--- src/shared/bcm_pkg.sv ---
// Shared constants, operation codes and decode for the burst counter block
// Behaviour
// Counter mode: clear resets, else load, readback, increment or hold
// Mask select: clear resets mask, strobe low loads or reads the mask
// Master reset asynchronous; clocked controls ignore chip selects
// Counter reset zeroes unmasked counter and mirror bits, masked bits kept
// Mask reset then counter reset leaves counter and mirror all zero
// Counter load writes the address inputs into counter and mirror
// Counter readback drives the counter onto address lines one edge later
// Readback while the port is selected tri-states the data lines
// Increment changes unmasked bits only, by one, or two when bit 0 masked
// Increment from all-ones unmasked part restores mirror value
// Wrap flag low when increment gives all ones, high otherwise
// Wrap flag high after counter or mask reset or load, master reset
// Host may tie the wrap flag to counter clear to loop to zero
// Hold keeps counter, mask and mirror unchanged indefinitely
// Mask reset and master reset set every mask bit to one
// Mask load writes the address inputs into the mask register
// Host loads only masks of form two-to-the-n minus one or two
// Mask readback on address lines next edge, data tri-stated if selected
// Registers are 17 bits wide by default, 16 or 15 in smaller builds
// Reserved mask-mode strobe-high combination changes nothing
package bcm_pkg;

  localparam int ADDR_W_DEF = 17;
  localparam int ADDR_W_MAX = 17;
  localparam int SYNC_STAGES = 3;

  localparam logic [ADDR_W_MAX-1:0] CNT_RST_VAL = 17'h00000;
  localparam logic [ADDR_W_MAX-1:0] MIRROR_RST_VAL = 17'h00000;
  localparam logic [ADDR_W_MAX-1:0] MASK_RST_VAL = 17'h1FFFF;
  localparam logic WRAP_IDLE = 1'b1;
  localparam logic OE_N_IDLE = 1'b1;

  typedef enum logic [3:0]
  {
    op_cnt_reset = 4'h0,
    op_cnt_load = 4'h1,
    op_cnt_read = 4'h2,
    op_cnt_inc = 4'h3,
    op_cnt_hold = 4'h4,
    op_msk_reset = 4'h5,
    op_msk_load = 4'h6,
    op_msk_read = 4'h7,
    op_reserved = 4'h8
  } op_t;

  // Control pin decode, clear has priority over strobe and enable
  function automatic op_t decode_op(input logic sel, input logic clr_n,
                                    input logic stb_n, input logic en_n);
    op_t op;
    op = op_cnt_hold;
    if (sel)
    begin
      if (!clr_n)
        op = op_cnt_reset;
      else if (!stb_n && !en_n)
        op = op_cnt_load;
      else if (!stb_n)
        op = op_cnt_read;
      else if (!en_n)
        op = op_cnt_inc;
      else
        op = op_cnt_hold;
    end
    else
    begin
      if (!clr_n)
        op = op_msk_reset;
      else if (!stb_n && !en_n)
        op = op_msk_load;
      else if (!stb_n)
        op = op_msk_read;
      else
        op = op_reserved;
    end
    return op;
  endfunction

endpackage

--- src/rtl/bcm_reset_release.sv ---
// Master reset conditioner: immediate assertion, synchronised release
`timescale 1ns/1ps
`default_nettype none
module bcm_reset_release
  import bcm_pkg::*;
(
  // Clock
  input wire logic clk_sys,
  // Asynchronous pin
  input wire logic master_reset_n,
  // Conditioned reset
  output logic arst_n
);

  logic [SYNC_STAGES-1:0] stage_q;

  // Flops take only constants under the asynchronous reset
  always_ff @(posedge clk_sys or negedge master_reset_n)
  begin
    if (!master_reset_n)
      stage_q <= '0;
    else
      stage_q <= {stage_q[SYNC_STAGES-2:0], 1'b1};
  end

  // Release counts once the last two stages both hold one
  assign arst_n = stage_q[SYNC_STAGES-1] & stage_q[SYNC_STAGES-2];

endmodule
`default_nettype wire

--- src/rtl/bcm_masked_incrementer.sv ---
// Masked increment with wrap to the mirrored start address
`timescale 1ns/1ps
`default_nettype none
module bcm_masked_incrementer
#(
  parameter int ADDR_W = 17
)
(
  // Current state
  input wire logic [ADDR_W-1:0] cnt,
  input wire logic [ADDR_W-1:0] mask,
  input wire logic [ADDR_W-1:0] mirror,
  // Result of one increment
  output logic [ADDR_W-1:0] next_cnt,
  output logic next_full,
  output logic cur_full
);

  function automatic logic unmasked_full(input logic [ADDR_W-1:0] v,
                                         input logic [ADDR_W-1:0] m);
    return (v & m) == m;
  endfunction

  logic [ADDR_W-1:0] step;
  logic [ADDR_W-1:0] sum;

  always_comb
  begin
    step = mask[0] ? ADDR_W'(1) : ADDR_W'(2);
    sum = cnt + step;
    cur_full = unmasked_full(cnt, mask);
    // Wrap restores the start address but keeps masked bits
    if (cur_full)
      next_cnt = (cnt & ~mask) | (mirror & mask);
    else
      next_cnt = (cnt & ~mask) | (sum & mask);
    next_full = unmasked_full(next_cnt, mask);
  end

endmodule
`default_nettype wire

--- src/rtl/burst_counter_mask_mirror.sv ---
// Per-port burst address counter with mask and mirror registers
`timescale 1ns/1ps
`default_nettype none
module burst_counter_mask_mirror
  import bcm_pkg::*;
#(
  parameter int ADDR_W = ADDR_W_DEF
)
(
  // Clock and resets
  input wire logic clk_sys,
  input wire logic srst,
  input wire logic master_reset_n,
  // Counter controls
  input wire logic counter_or_mask_select,
  input wire logic counter_clear_n,
  input wire logic address_strobe_n,
  input wire logic count_enable_n,
  // Port selects
  input wire logic chip_select_low_active,
  input wire logic chip_select_high_active,
  // Address pins
  input wire logic [ADDR_W-1:0] addr_in,
  output logic [ADDR_W-1:0] addr_out,
  output logic addr_oe_n,
  // Data pin release during readback
  output logic data_tristate,
  // Array address and status
  output logic [ADDR_W-1:0] counter_addr,
  output logic [ADDR_W-1:0] mask_value,
  output logic wrap_flag_n
);

  ////////////////////////////////////////////////////////////////////////////
  // Reset conditioning

  logic arst_n;

  bcm_reset_release u_rst
  (
    .clk_sys(clk_sys),
    .master_reset_n(master_reset_n),
    .arst_n(arst_n)
  );

  ////////////////////////////////////////////////////////////////////////////
  // Operation decode

  op_t op;
  logic port_sel;

  always_comb
  begin
    op = decode_op(counter_or_mask_select, counter_clear_n,
                   address_strobe_n, count_enable_n);
    port_sel = !chip_select_low_active && chip_select_high_active;
  end

  ////////////////////////////////////////////////////////////////////////////
  // Counter, mask and mirror

  logic [ADDR_W-1:0] cnt_q;
  logic [ADDR_W-1:0] cnt_d;
  logic [ADDR_W-1:0] mask_q;
  logic [ADDR_W-1:0] mask_d;
  logic [ADDR_W-1:0] mirror_q;
  logic [ADDR_W-1:0] mirror_d;
  logic wrap_q;
  logic wrap_d;
  logic [ADDR_W-1:0] inc_cnt;
  logic inc_full;
  logic cur_full;

  bcm_masked_incrementer #(.ADDR_W(ADDR_W)) u_inc
  (
    .cnt(cnt_q),
    .mask(mask_q),
    .mirror(mirror_q),
    .next_cnt(inc_cnt),
    .next_full(inc_full),
    .cur_full(cur_full)
  );

  always_comb
  begin
    cnt_d = cnt_q;
    mask_d = mask_q;
    mirror_d = mirror_q;
    wrap_d = wrap_q;
    case (op)
      op_cnt_reset:
      begin
        cnt_d = cnt_q & ~mask_q;
        mirror_d = mirror_q & ~mask_q;
        wrap_d = 1'b1;
      end
      op_cnt_load:
      begin
        cnt_d = addr_in;
        mirror_d = addr_in;
        wrap_d = 1'b1;
      end
      op_cnt_inc:
      begin
        cnt_d = inc_cnt;
        wrap_d = !inc_full;
      end
      op_msk_reset:
      begin
        mask_d = MASK_RST_VAL[ADDR_W-1:0];
        wrap_d = 1'b1;
      end
      op_msk_load:
      begin
        mask_d = addr_in;
        wrap_d = 1'b1;
      end
      default:
      begin
        // Hold, readbacks and reserved leave everything alone
        cnt_d = cnt_q;
      end
    endcase
  end

  // Master reset bypasses the clock; controls ignore the chip selects
  always_ff @(posedge clk_sys or negedge arst_n)
  begin
    if (!arst_n)
    begin
      cnt_q <= CNT_RST_VAL[ADDR_W-1:0];
      mask_q <= MASK_RST_VAL[ADDR_W-1:0];
      mirror_q <= MIRROR_RST_VAL[ADDR_W-1:0];
      wrap_q <= WRAP_IDLE;
    end
    else if (srst)
    begin
      cnt_q <= CNT_RST_VAL[ADDR_W-1:0];
      mask_q <= MASK_RST_VAL[ADDR_W-1:0];
      mirror_q <= MIRROR_RST_VAL[ADDR_W-1:0];
      wrap_q <= WRAP_IDLE;
    end
    else
    begin
      cnt_q <= cnt_d;
      mask_q <= mask_d;
      mirror_q <= mirror_d;
      wrap_q <= wrap_d;
    end
  end

  ////////////////////////////////////////////////////////////////////////////
  // Pipelined readback on the address pins

  logic rb_req_q;
  logic rb_req_d;
  logic rb_sel_q;
  logic rb_sel_d;
  logic [ADDR_W-1:0] rb_val_q;
  logic [ADDR_W-1:0] rb_val_d;
  logic [ADDR_W-1:0] addr_out_q;
  logic [ADDR_W-1:0] addr_out_d;
  logic addr_oe_n_q;
  logic addr_oe_n_d;
  logic dq_off_q;
  logic dq_off_d;

  always_comb
  begin
    rb_req_d = (op == op_cnt_read) || (op == op_msk_read);
    rb_sel_d = rb_req_d && port_sel;
    rb_val_d = (op == op_msk_read) ? mask_q : cnt_q;
    addr_out_d = rb_req_q ? rb_val_q : addr_out_q;
    addr_oe_n_d = !rb_req_q;
    dq_off_d = rb_sel_q;
  end

  always_ff @(posedge clk_sys or negedge arst_n)
  begin
    if (!arst_n)
    begin
      rb_req_q <= 1'b0;
      rb_sel_q <= 1'b0;
      rb_val_q <= CNT_RST_VAL[ADDR_W-1:0];
      addr_out_q <= CNT_RST_VAL[ADDR_W-1:0];
      addr_oe_n_q <= OE_N_IDLE;
      dq_off_q <= 1'b0;
    end
    else if (srst)
    begin
      rb_req_q <= 1'b0;
      rb_sel_q <= 1'b0;
      rb_val_q <= CNT_RST_VAL[ADDR_W-1:0];
      addr_out_q <= CNT_RST_VAL[ADDR_W-1:0];
      addr_oe_n_q <= OE_N_IDLE;
      dq_off_q <= 1'b0;
    end
    else
    begin
      rb_req_q <= rb_req_d;
      rb_sel_q <= rb_sel_d;
      rb_val_q <= rb_val_d;
      addr_out_q <= addr_out_d;
      addr_oe_n_q <= addr_oe_n_d;
      dq_off_q <= dq_off_d;
    end
  end

  assign addr_out = addr_out_q;
  assign addr_oe_n = addr_oe_n_q;
  assign data_tristate = dq_off_q;
  assign counter_addr = cnt_q;
  assign mask_value = mask_q;
  assign wrap_flag_n = wrap_q;

  ////////////////////////////////////////////////////////////////////////////
  // Checks

  a_clear_unmasked: assert property (@(posedge clk_sys)
    disable iff (srst || !arst_n)
    op == op_cnt_reset |=> cnt_q == ($past(cnt_q) & ~$past(mask_q))
      && mirror_q == ($past(mirror_q) & ~$past(mask_q)))
    else $error("counter reset did not clear unmasked bits");

  a_zero_after_unmask: assert property (@(posedge clk_sys)
    disable iff (srst || !arst_n)
    op == op_msk_reset ##1 op == op_cnt_reset |=>
      cnt_q == '0 && mirror_q == '0)
    else $error("mask then counter reset did not give zero");

  a_load_both: assert property (@(posedge clk_sys)
    disable iff (srst || !arst_n)
    op == op_cnt_load |=> cnt_q == $past(addr_in)
      && mirror_q == $past(addr_in))
    else $error("counter load missed counter or mirror");

  a_count_readback: assert property (@(posedge clk_sys)
    disable iff (srst || !arst_n)
    op == op_cnt_read |-> ##2 !addr_oe_n_q
      && addr_out_q == $past(cnt_q, 2))
    else $error("counter readback wrong value or timing");

  a_data_released: assert property (@(posedge clk_sys)
    disable iff (srst || !arst_n)
    (op == op_cnt_read || op == op_msk_read) && port_sel |-> ##2 dq_off_q)
    else $error("data lines not released on readback");

  a_masked_bits_kept: assert property (@(posedge clk_sys)
    disable iff (srst || !arst_n)
    op == op_cnt_inc && !cur_full |=>
      ((cnt_q ^ $past(cnt_q)) & ~$past(mask_q)) == '0
      && (cnt_q & mask_q) == (($past(cnt_q) + ($past(mask_q[0]) ?
         ADDR_W'(1) : ADDR_W'(2))) & mask_q))
    else $error("increment touched masked bits or wrong step");

  a_wrap_to_mirror: assert property (@(posedge clk_sys)
    disable iff (srst || !arst_n)
    op == op_cnt_inc && cur_full |=> cnt_q == (($past(cnt_q)
      & ~$past(mask_q)) | ($past(mirror_q) & $past(mask_q))))
    else $error("wrap did not restore mirror value");

  a_wrap_flag_level: assert property (@(posedge clk_sys)
    disable iff (srst || !arst_n)
    op == op_cnt_inc |=> wrap_flag_n == ((cnt_q & mask_q) != mask_q))
    else $error("wrap flag does not match counter");

  a_flag_released: assert property (@(posedge clk_sys)
    disable iff (srst || !arst_n)
    op inside {op_cnt_reset, op_cnt_load, op_msk_reset, op_msk_load}
      |=> wrap_flag_n)
    else $error("wrap flag not returned high");

  a_hold_stable: assert property (@(posedge clk_sys)
    disable iff (srst || !arst_n)
    (op == op_cnt_hold) [*3] |=> $stable(cnt_q) && $stable(mask_q)
      && $stable(mirror_q) && $stable(wrap_q))
    else $error("hold changed a register");

  a_mask_all_ones: assert property (@(posedge clk_sys)
    disable iff (srst || !arst_n)
    op == op_msk_reset |=> &mask_q)
    else $error("mask reset did not set all ones");

  a_mask_load: assert property (@(posedge clk_sys)
    disable iff (srst || !arst_n)
    op == op_msk_load |=> mask_q == $past(addr_in) && $stable(cnt_q))
    else $error("mask load wrong");

  a_mask_readback: assert property (@(posedge clk_sys)
    disable iff (srst || !arst_n)
    op == op_msk_read |-> ##2 !addr_oe_n_q
      && addr_out_q == $past(mask_q, 2))
    else $error("mask readback wrong value or timing");

  a_reserved_idle: assert property (@(posedge clk_sys)
    disable iff (srst || !arst_n)
    op == op_reserved |=> $stable(cnt_q) && $stable(mask_q)
      && $stable(mirror_q) && $stable(wrap_q))
    else $error("reserved operation changed state");

endmodule
`default_nettype wire

--- config.mk ---
export PLATFORM = sky130hd
export DESIGN_NAME = burst_counter_mask_mirror
export DESIGN_NICKNAME = d
export VERILOG_FILES = /design/src/shared/bcm_pkg.sv /design/src/rtl/bcm_reset_release.sv /design/src/rtl/bcm_masked_incrementer.sv /design/src/rtl/burst_counter_mask_mirror.sv
export SDC_FILE = /design/constraint.sdc
export NUM_CORES = 1
export LEC_CHECK = 0
export ABC_AREA = 1
export BUFFER_PORTS_ARGS = -buffer_cell sky130_fd_sc_hd__buf_2
export CORE_MARGIN = 2
export CORE_UTILIZATION = 58
export CTS_CLUSTER_SIZE = 28
export DETAILED_ROUTE_END_ITERATION = 16
export GPL_ROUTABILITY_DRIVEN = 0
export GPL_TIMING_DRIVEN = 0
export PLACE_DENSITY = 0.89
export SKIP_CTS_REPAIR_TIMING = 1
export SYNTH_ARGS = -nofsm -noshare
export SYNTH_HDL_FRONTEND = slang
export SYNTH_SLANG_ARGS = --single-unit
--- constraint.sdc ---
create_clock -name clk_sys -period 3.35 [get_ports clk_sys]
set_input_delay 0.335 -clock clk_sys [delete_from_list [all_inputs] [get_ports clk_sys]]
set_output_delay 0.335 -clock clk_sys [all_outputs]
set_load 0.01 [all_outputs]
==> flow_summary_export.csv <==
group,metric,value,unit
status,status,"finished clean",
grt,antenna_found_initial,0,
timing,fmax,349.7,MHz
setup_path,rr_endpoint,"wrap_flag_n$_DFFE_PN1P_",
placement,place_area,0.005968,sq mm
layout,drive_gt1_frac,0.2130,
setup_path,timing.critical_path.required,3.66,ns
setup_path,r2r-start,"mask_value[0]$_DFFE_PN1P_",
grt,grt_pass1_vias,5333,
logic_synthesis,synth_top_cell_area_share,0.3427,
power_and_ir_drop,power_density,368.8,mW/mm^2
detailed_routing,dr.pass1.iters,7,
timing,timing.final.ws_setup,0.4900,ns
logic_synthesis,yosys-top-cells-count,"nand2_1, nor2_1, o21ai_0, nand3_1, dfrtp_1",
logic_synthesis,synth.area.top_cells,"dfrtp_1, nand2_1, dfstp_2",
setup_path,worst_path_dominant_cell_family,"simple AND/OR/NAND/NOR gates",
logic_synthesis,synth_area,0.005404,sq mm
power_and_ir_drop,peakVddDrop,0.2058,mV
detailed_routing,detail_route.drc_violations,0,
clock_network,cts_tree,"built",
hold_path,hold-path-endpoint,"dq_off_d$_DFF_PN0_",
logic_synthesis,synth_cell_types,43,
timing,finalWorstPathRequiredPeriod,2.860,ns
clock_network,h_tree_levels,3,
logic_synthesis,mean_instance_size_in_the_synthesized_netlist,7.505,sq um
timing,timing_hold_violations_final,0,
clock_network,worstSkewPairLatency,0.39,ns
floorplanning,floorplan.initialDensity,0.5904,
detailed_routing,antenna_violating_nets_post_route,0,
layout,ant_diodes,0,
clock_network,clkSinkCount,93,
logic_synthesis,netlist.top_cell.by_area,"dfrtp_1",
floorplanning,fp.dieArea,0.01011,sq mm
logic_synthesis,yosys_register_bits,93,
setup_path,worst-r2r-setup-slack,0.49,ns
layout,n_fill_cell,754,
logic_synthesis,syn_nets,754,
detailed_routing,wl_per_cell,17.04,um
timing,layout_worst_path_cycle_share,0.8537,
placement,dp_slack,0.6191,ns
hold_path,hold_path_depth,2,
detailed_routing,avgViaCountPerCell,5.933,
power_and_ir_drop,power.leakage,3.102,nW
layout,final_net_count,846,
logic_synthesis,synth_enable_flop_cells,0,
setup_path,cpPeakStageDelay,0.64,ns
timing,setup-violations-final,0,
setup_path,timing.setup.critical_path_class,"reg2reg",
hold_path,type_of_the_worst_min_delay_path,"in2reg",
flow_run,drv_cap,0,
detailed_routing,postRouteWirelength,15810,um
layout,fin_util,0.6751,
clock_network,cts_inserted_buffers,9,
layout,multi_input_area,0.002557,sq mm
floorplanning,core-area,0.009153,sq mm
detailed_routing,route.vias.total,5506,
floorplanning,floorplan.rows,35,
layout,register_area,0.002351,sq mm
timing,clock-skew-final,0.01373,ns
setup_path,path_cells,"ha_1 > inv_1 > fa_1 > nor2_1 > and2_1 > nand3_1 > nand2_1 > nand2_1 > nand2_1 > nand2_1 > nand2_1 > nand2_1 > inv_1 > nand2_1 > o21bai_1 > nand2_1",
setup_path,timing.critical_path.slowest_stage_cell,"dfstp_2",
logic_synthesis,synth_sequential_area_ratio,0.4351,
setup_path,critPathBufInv,2,
setup_path,cp_max_fo,8,
hold_path,min_from,"chip_select_low_active",
clock_network,root_buffer,"clkbuf_8",
placement,placement.io_buffers,79,
logic_synthesis,synthMostInstantiatedCell,"nand2_1",
floorplanning,dieWidth,100.5,um
clock_network,clk_pin_slew,0.11,ns
timing,maxSlewHeadroom,0.5746,
logic_synthesis,synth-warning-count,0,
placement,hpwlAfterDp,11840,um
grt,globalRouteTotalUtil,0.3216,
grt,grt_start_max_net_pins,63,
setup_path,crit_top_cell,"nand2_1",
grt,grt_first_pass_wirelength,25340,um
setup_path,r2r_cells,16,
layout,area_growth,14.33,%
timing,slew_viol_final,0,
floorplanning,die_ht,100.5,um
clock_network,cts_max_path_buffers,2,
detailed_routing,initialDrtViolationCount,899,
logic_synthesis,synth_ff_type,"dfrtp_1",
setup_path,critical_path_arrival,3.17,ns
grt,sum_of_overflow_across_all_layers_after_global_routing,0,
timing,actual_slew_at_the_worst_max_slew_pin,0.6380,ns
logic_synthesis,netlist_instances,720,
logic_synthesis,synth-async-reset-ratio,1.000,
layout,post_route_cell_area,0.006178,sq mm
setup_path,start_kind,"flip-flop",
floorplanning,num_io_pins,80,
timing,grt_setup_unrepaired,"no",
setup_path,cp-end-kind,"flip-flop",
layout by cell type (no fill, tap or decap), types with 2 or more instances in the layout:
cell type	netlist	layout
nand2_1	137	137
buf_2	6	85
nor2_1	80	80
o21ai_0	78	78
nand3_1	77	77
dfrtp_1	74	74
a21oi_1	68	68
inv_1	67	66
dfstp_2	19	19
inv_2	14	14
clkbuf_1	12	12
o21ai_1	10	10
clkbuf_8	0	9
nand2_2	7	7
ha_1	7	7
nor2_2	6	6
nand4_1	6	6
o211ai_1	6	6
xor2_1	6	6
buf_6	5	5
buf_4	4	4
nor2_4	4	4
nand3b_1	3	3
inv_8	0	3
nor3_4	2	2
clkinv_1	2	2
buf_1	2	2
inv_6	0	2
per-stage QoR:
| step | TNS [ns] | hold slack [ns] | total power [W] | cells |
|---|---|---|---|---|
| 2_1_floorplan | 0 | 0.03941 | 0.001393 | 720 |
| 3_3_place_gp | -4.567 | 0.1282 | 0.001488 | 910 |
| 3_5_place_dp | 0 | 0.1321 | 0.001505 | 911 |
| 4_1_cts | 0 | -0.2801 | 0.002258 | 927 |
| 5_1_grt | 0 | 0.09381 | 0.002350 | 928 |
| 6_report | 0 | 0.08205 | 0.002279 | 928 |
power by group:
group | switching (W) | internal (W) | total (W)
combinational | 0.000210 | 0.0000912 | 0.000302
sequential | 0.0000332 | 0.00116 | 0.00119
clock | 0.000484 | 0.000299 | 0.000782
total | 0.000727 | 0.00155 | 0.00228
per-layer routing:
| layer | GRT usage | up-vias | share of wire |
|---|---|---|---|
| met5 | 0 | - | 0 |
| met4 | 0.1760 | 0 | 0.055 |
| met3 | 0.04924 | 99 | 0.11 |
| met2 | 0.5276 | 412 | 0.46 |
| met1 | 0.4102 | 2466 | 0.37 |
| li1 | - | 2529 | - |
flip-flops by register name (all words and copies together) (netlist names):
| register | flops |
|---|---|
| u_rst.stage_q | 3 |
| addr_oe_n | 1 |
| mirror_q | 17 |
| rb_req_q | 1 |
| data_tristate | 1 |
| mask_value | 17 |
| wrap_flag_n | 1 |
| addr_out | 17 |
| dq_off_d | 1 |
| rb_val_q | 17 |
| counter_addr | 17 |
cells by family (layout without fill, tap and decap cells):
| logic type | Yosys count | in the layout | share of synthesized area |
|---|---|---|---|
| and+or+nand+nor | 333 | 333 | 0.2825 |
| xor gates and xnor gates | 7 | 7 | 0.01135 |
| other | 1 | 1 | 0.0006939 |
| adders and majority gates | 8 | 8 | 0.01991 |
| DFF | 93 | 93 | 0.4351 |
| buffers and inverters | 113 | 210 | 0.09169 |
| AOI/OAI and AO/OA | 165 | 165 | 0.1588 |
worst max path at each step:
stage                                     from                        to  slack (ns)  cells after the start
global placement    u_rst.stage_q[1]$_DFF_PN0_  addr_out[16]$_DFFE_PN0P_       -0.07                      2
floorplan           u_rst.stage_q[1]$_DFF_PN0_   addr_out[0]$_DFFE_PN0P_        0.68                      2
finish               mask_value[0]$_DFFE_PN1P_   wrap_flag_n$_DFFE_PN1P_        0.49                     16
detailed placement   mask_value[0]$_DFFE_PN1P_   wrap_flag_n$_DFFE_PN1P_        0.62                     13
CTS                  mask_value[0]$_DFFE_PN1P_   wrap_flag_n$_DFFE_PN1P_        0.58                     13
global route         mask_value[0]$_DFFE_PN1P_   wrap_flag_n$_DFFE_PN1P_        0.24                     16
cell type report:
cell class | count | share of cell area
Multi-Input combinational cell | 514 | 0.4139
Sequential cell | 93 | 0.3805
Timing Repair Buffer | 81 | 0.07007
Inverter | 83 | 0.05083
Buffer | 30 | 0.02977
Tap cell | 111 | 0.02248
Clock buffer | 9 | 0.02005
Clock inverter | 7 | 0.01235
(Power assumes the default switching activity.)
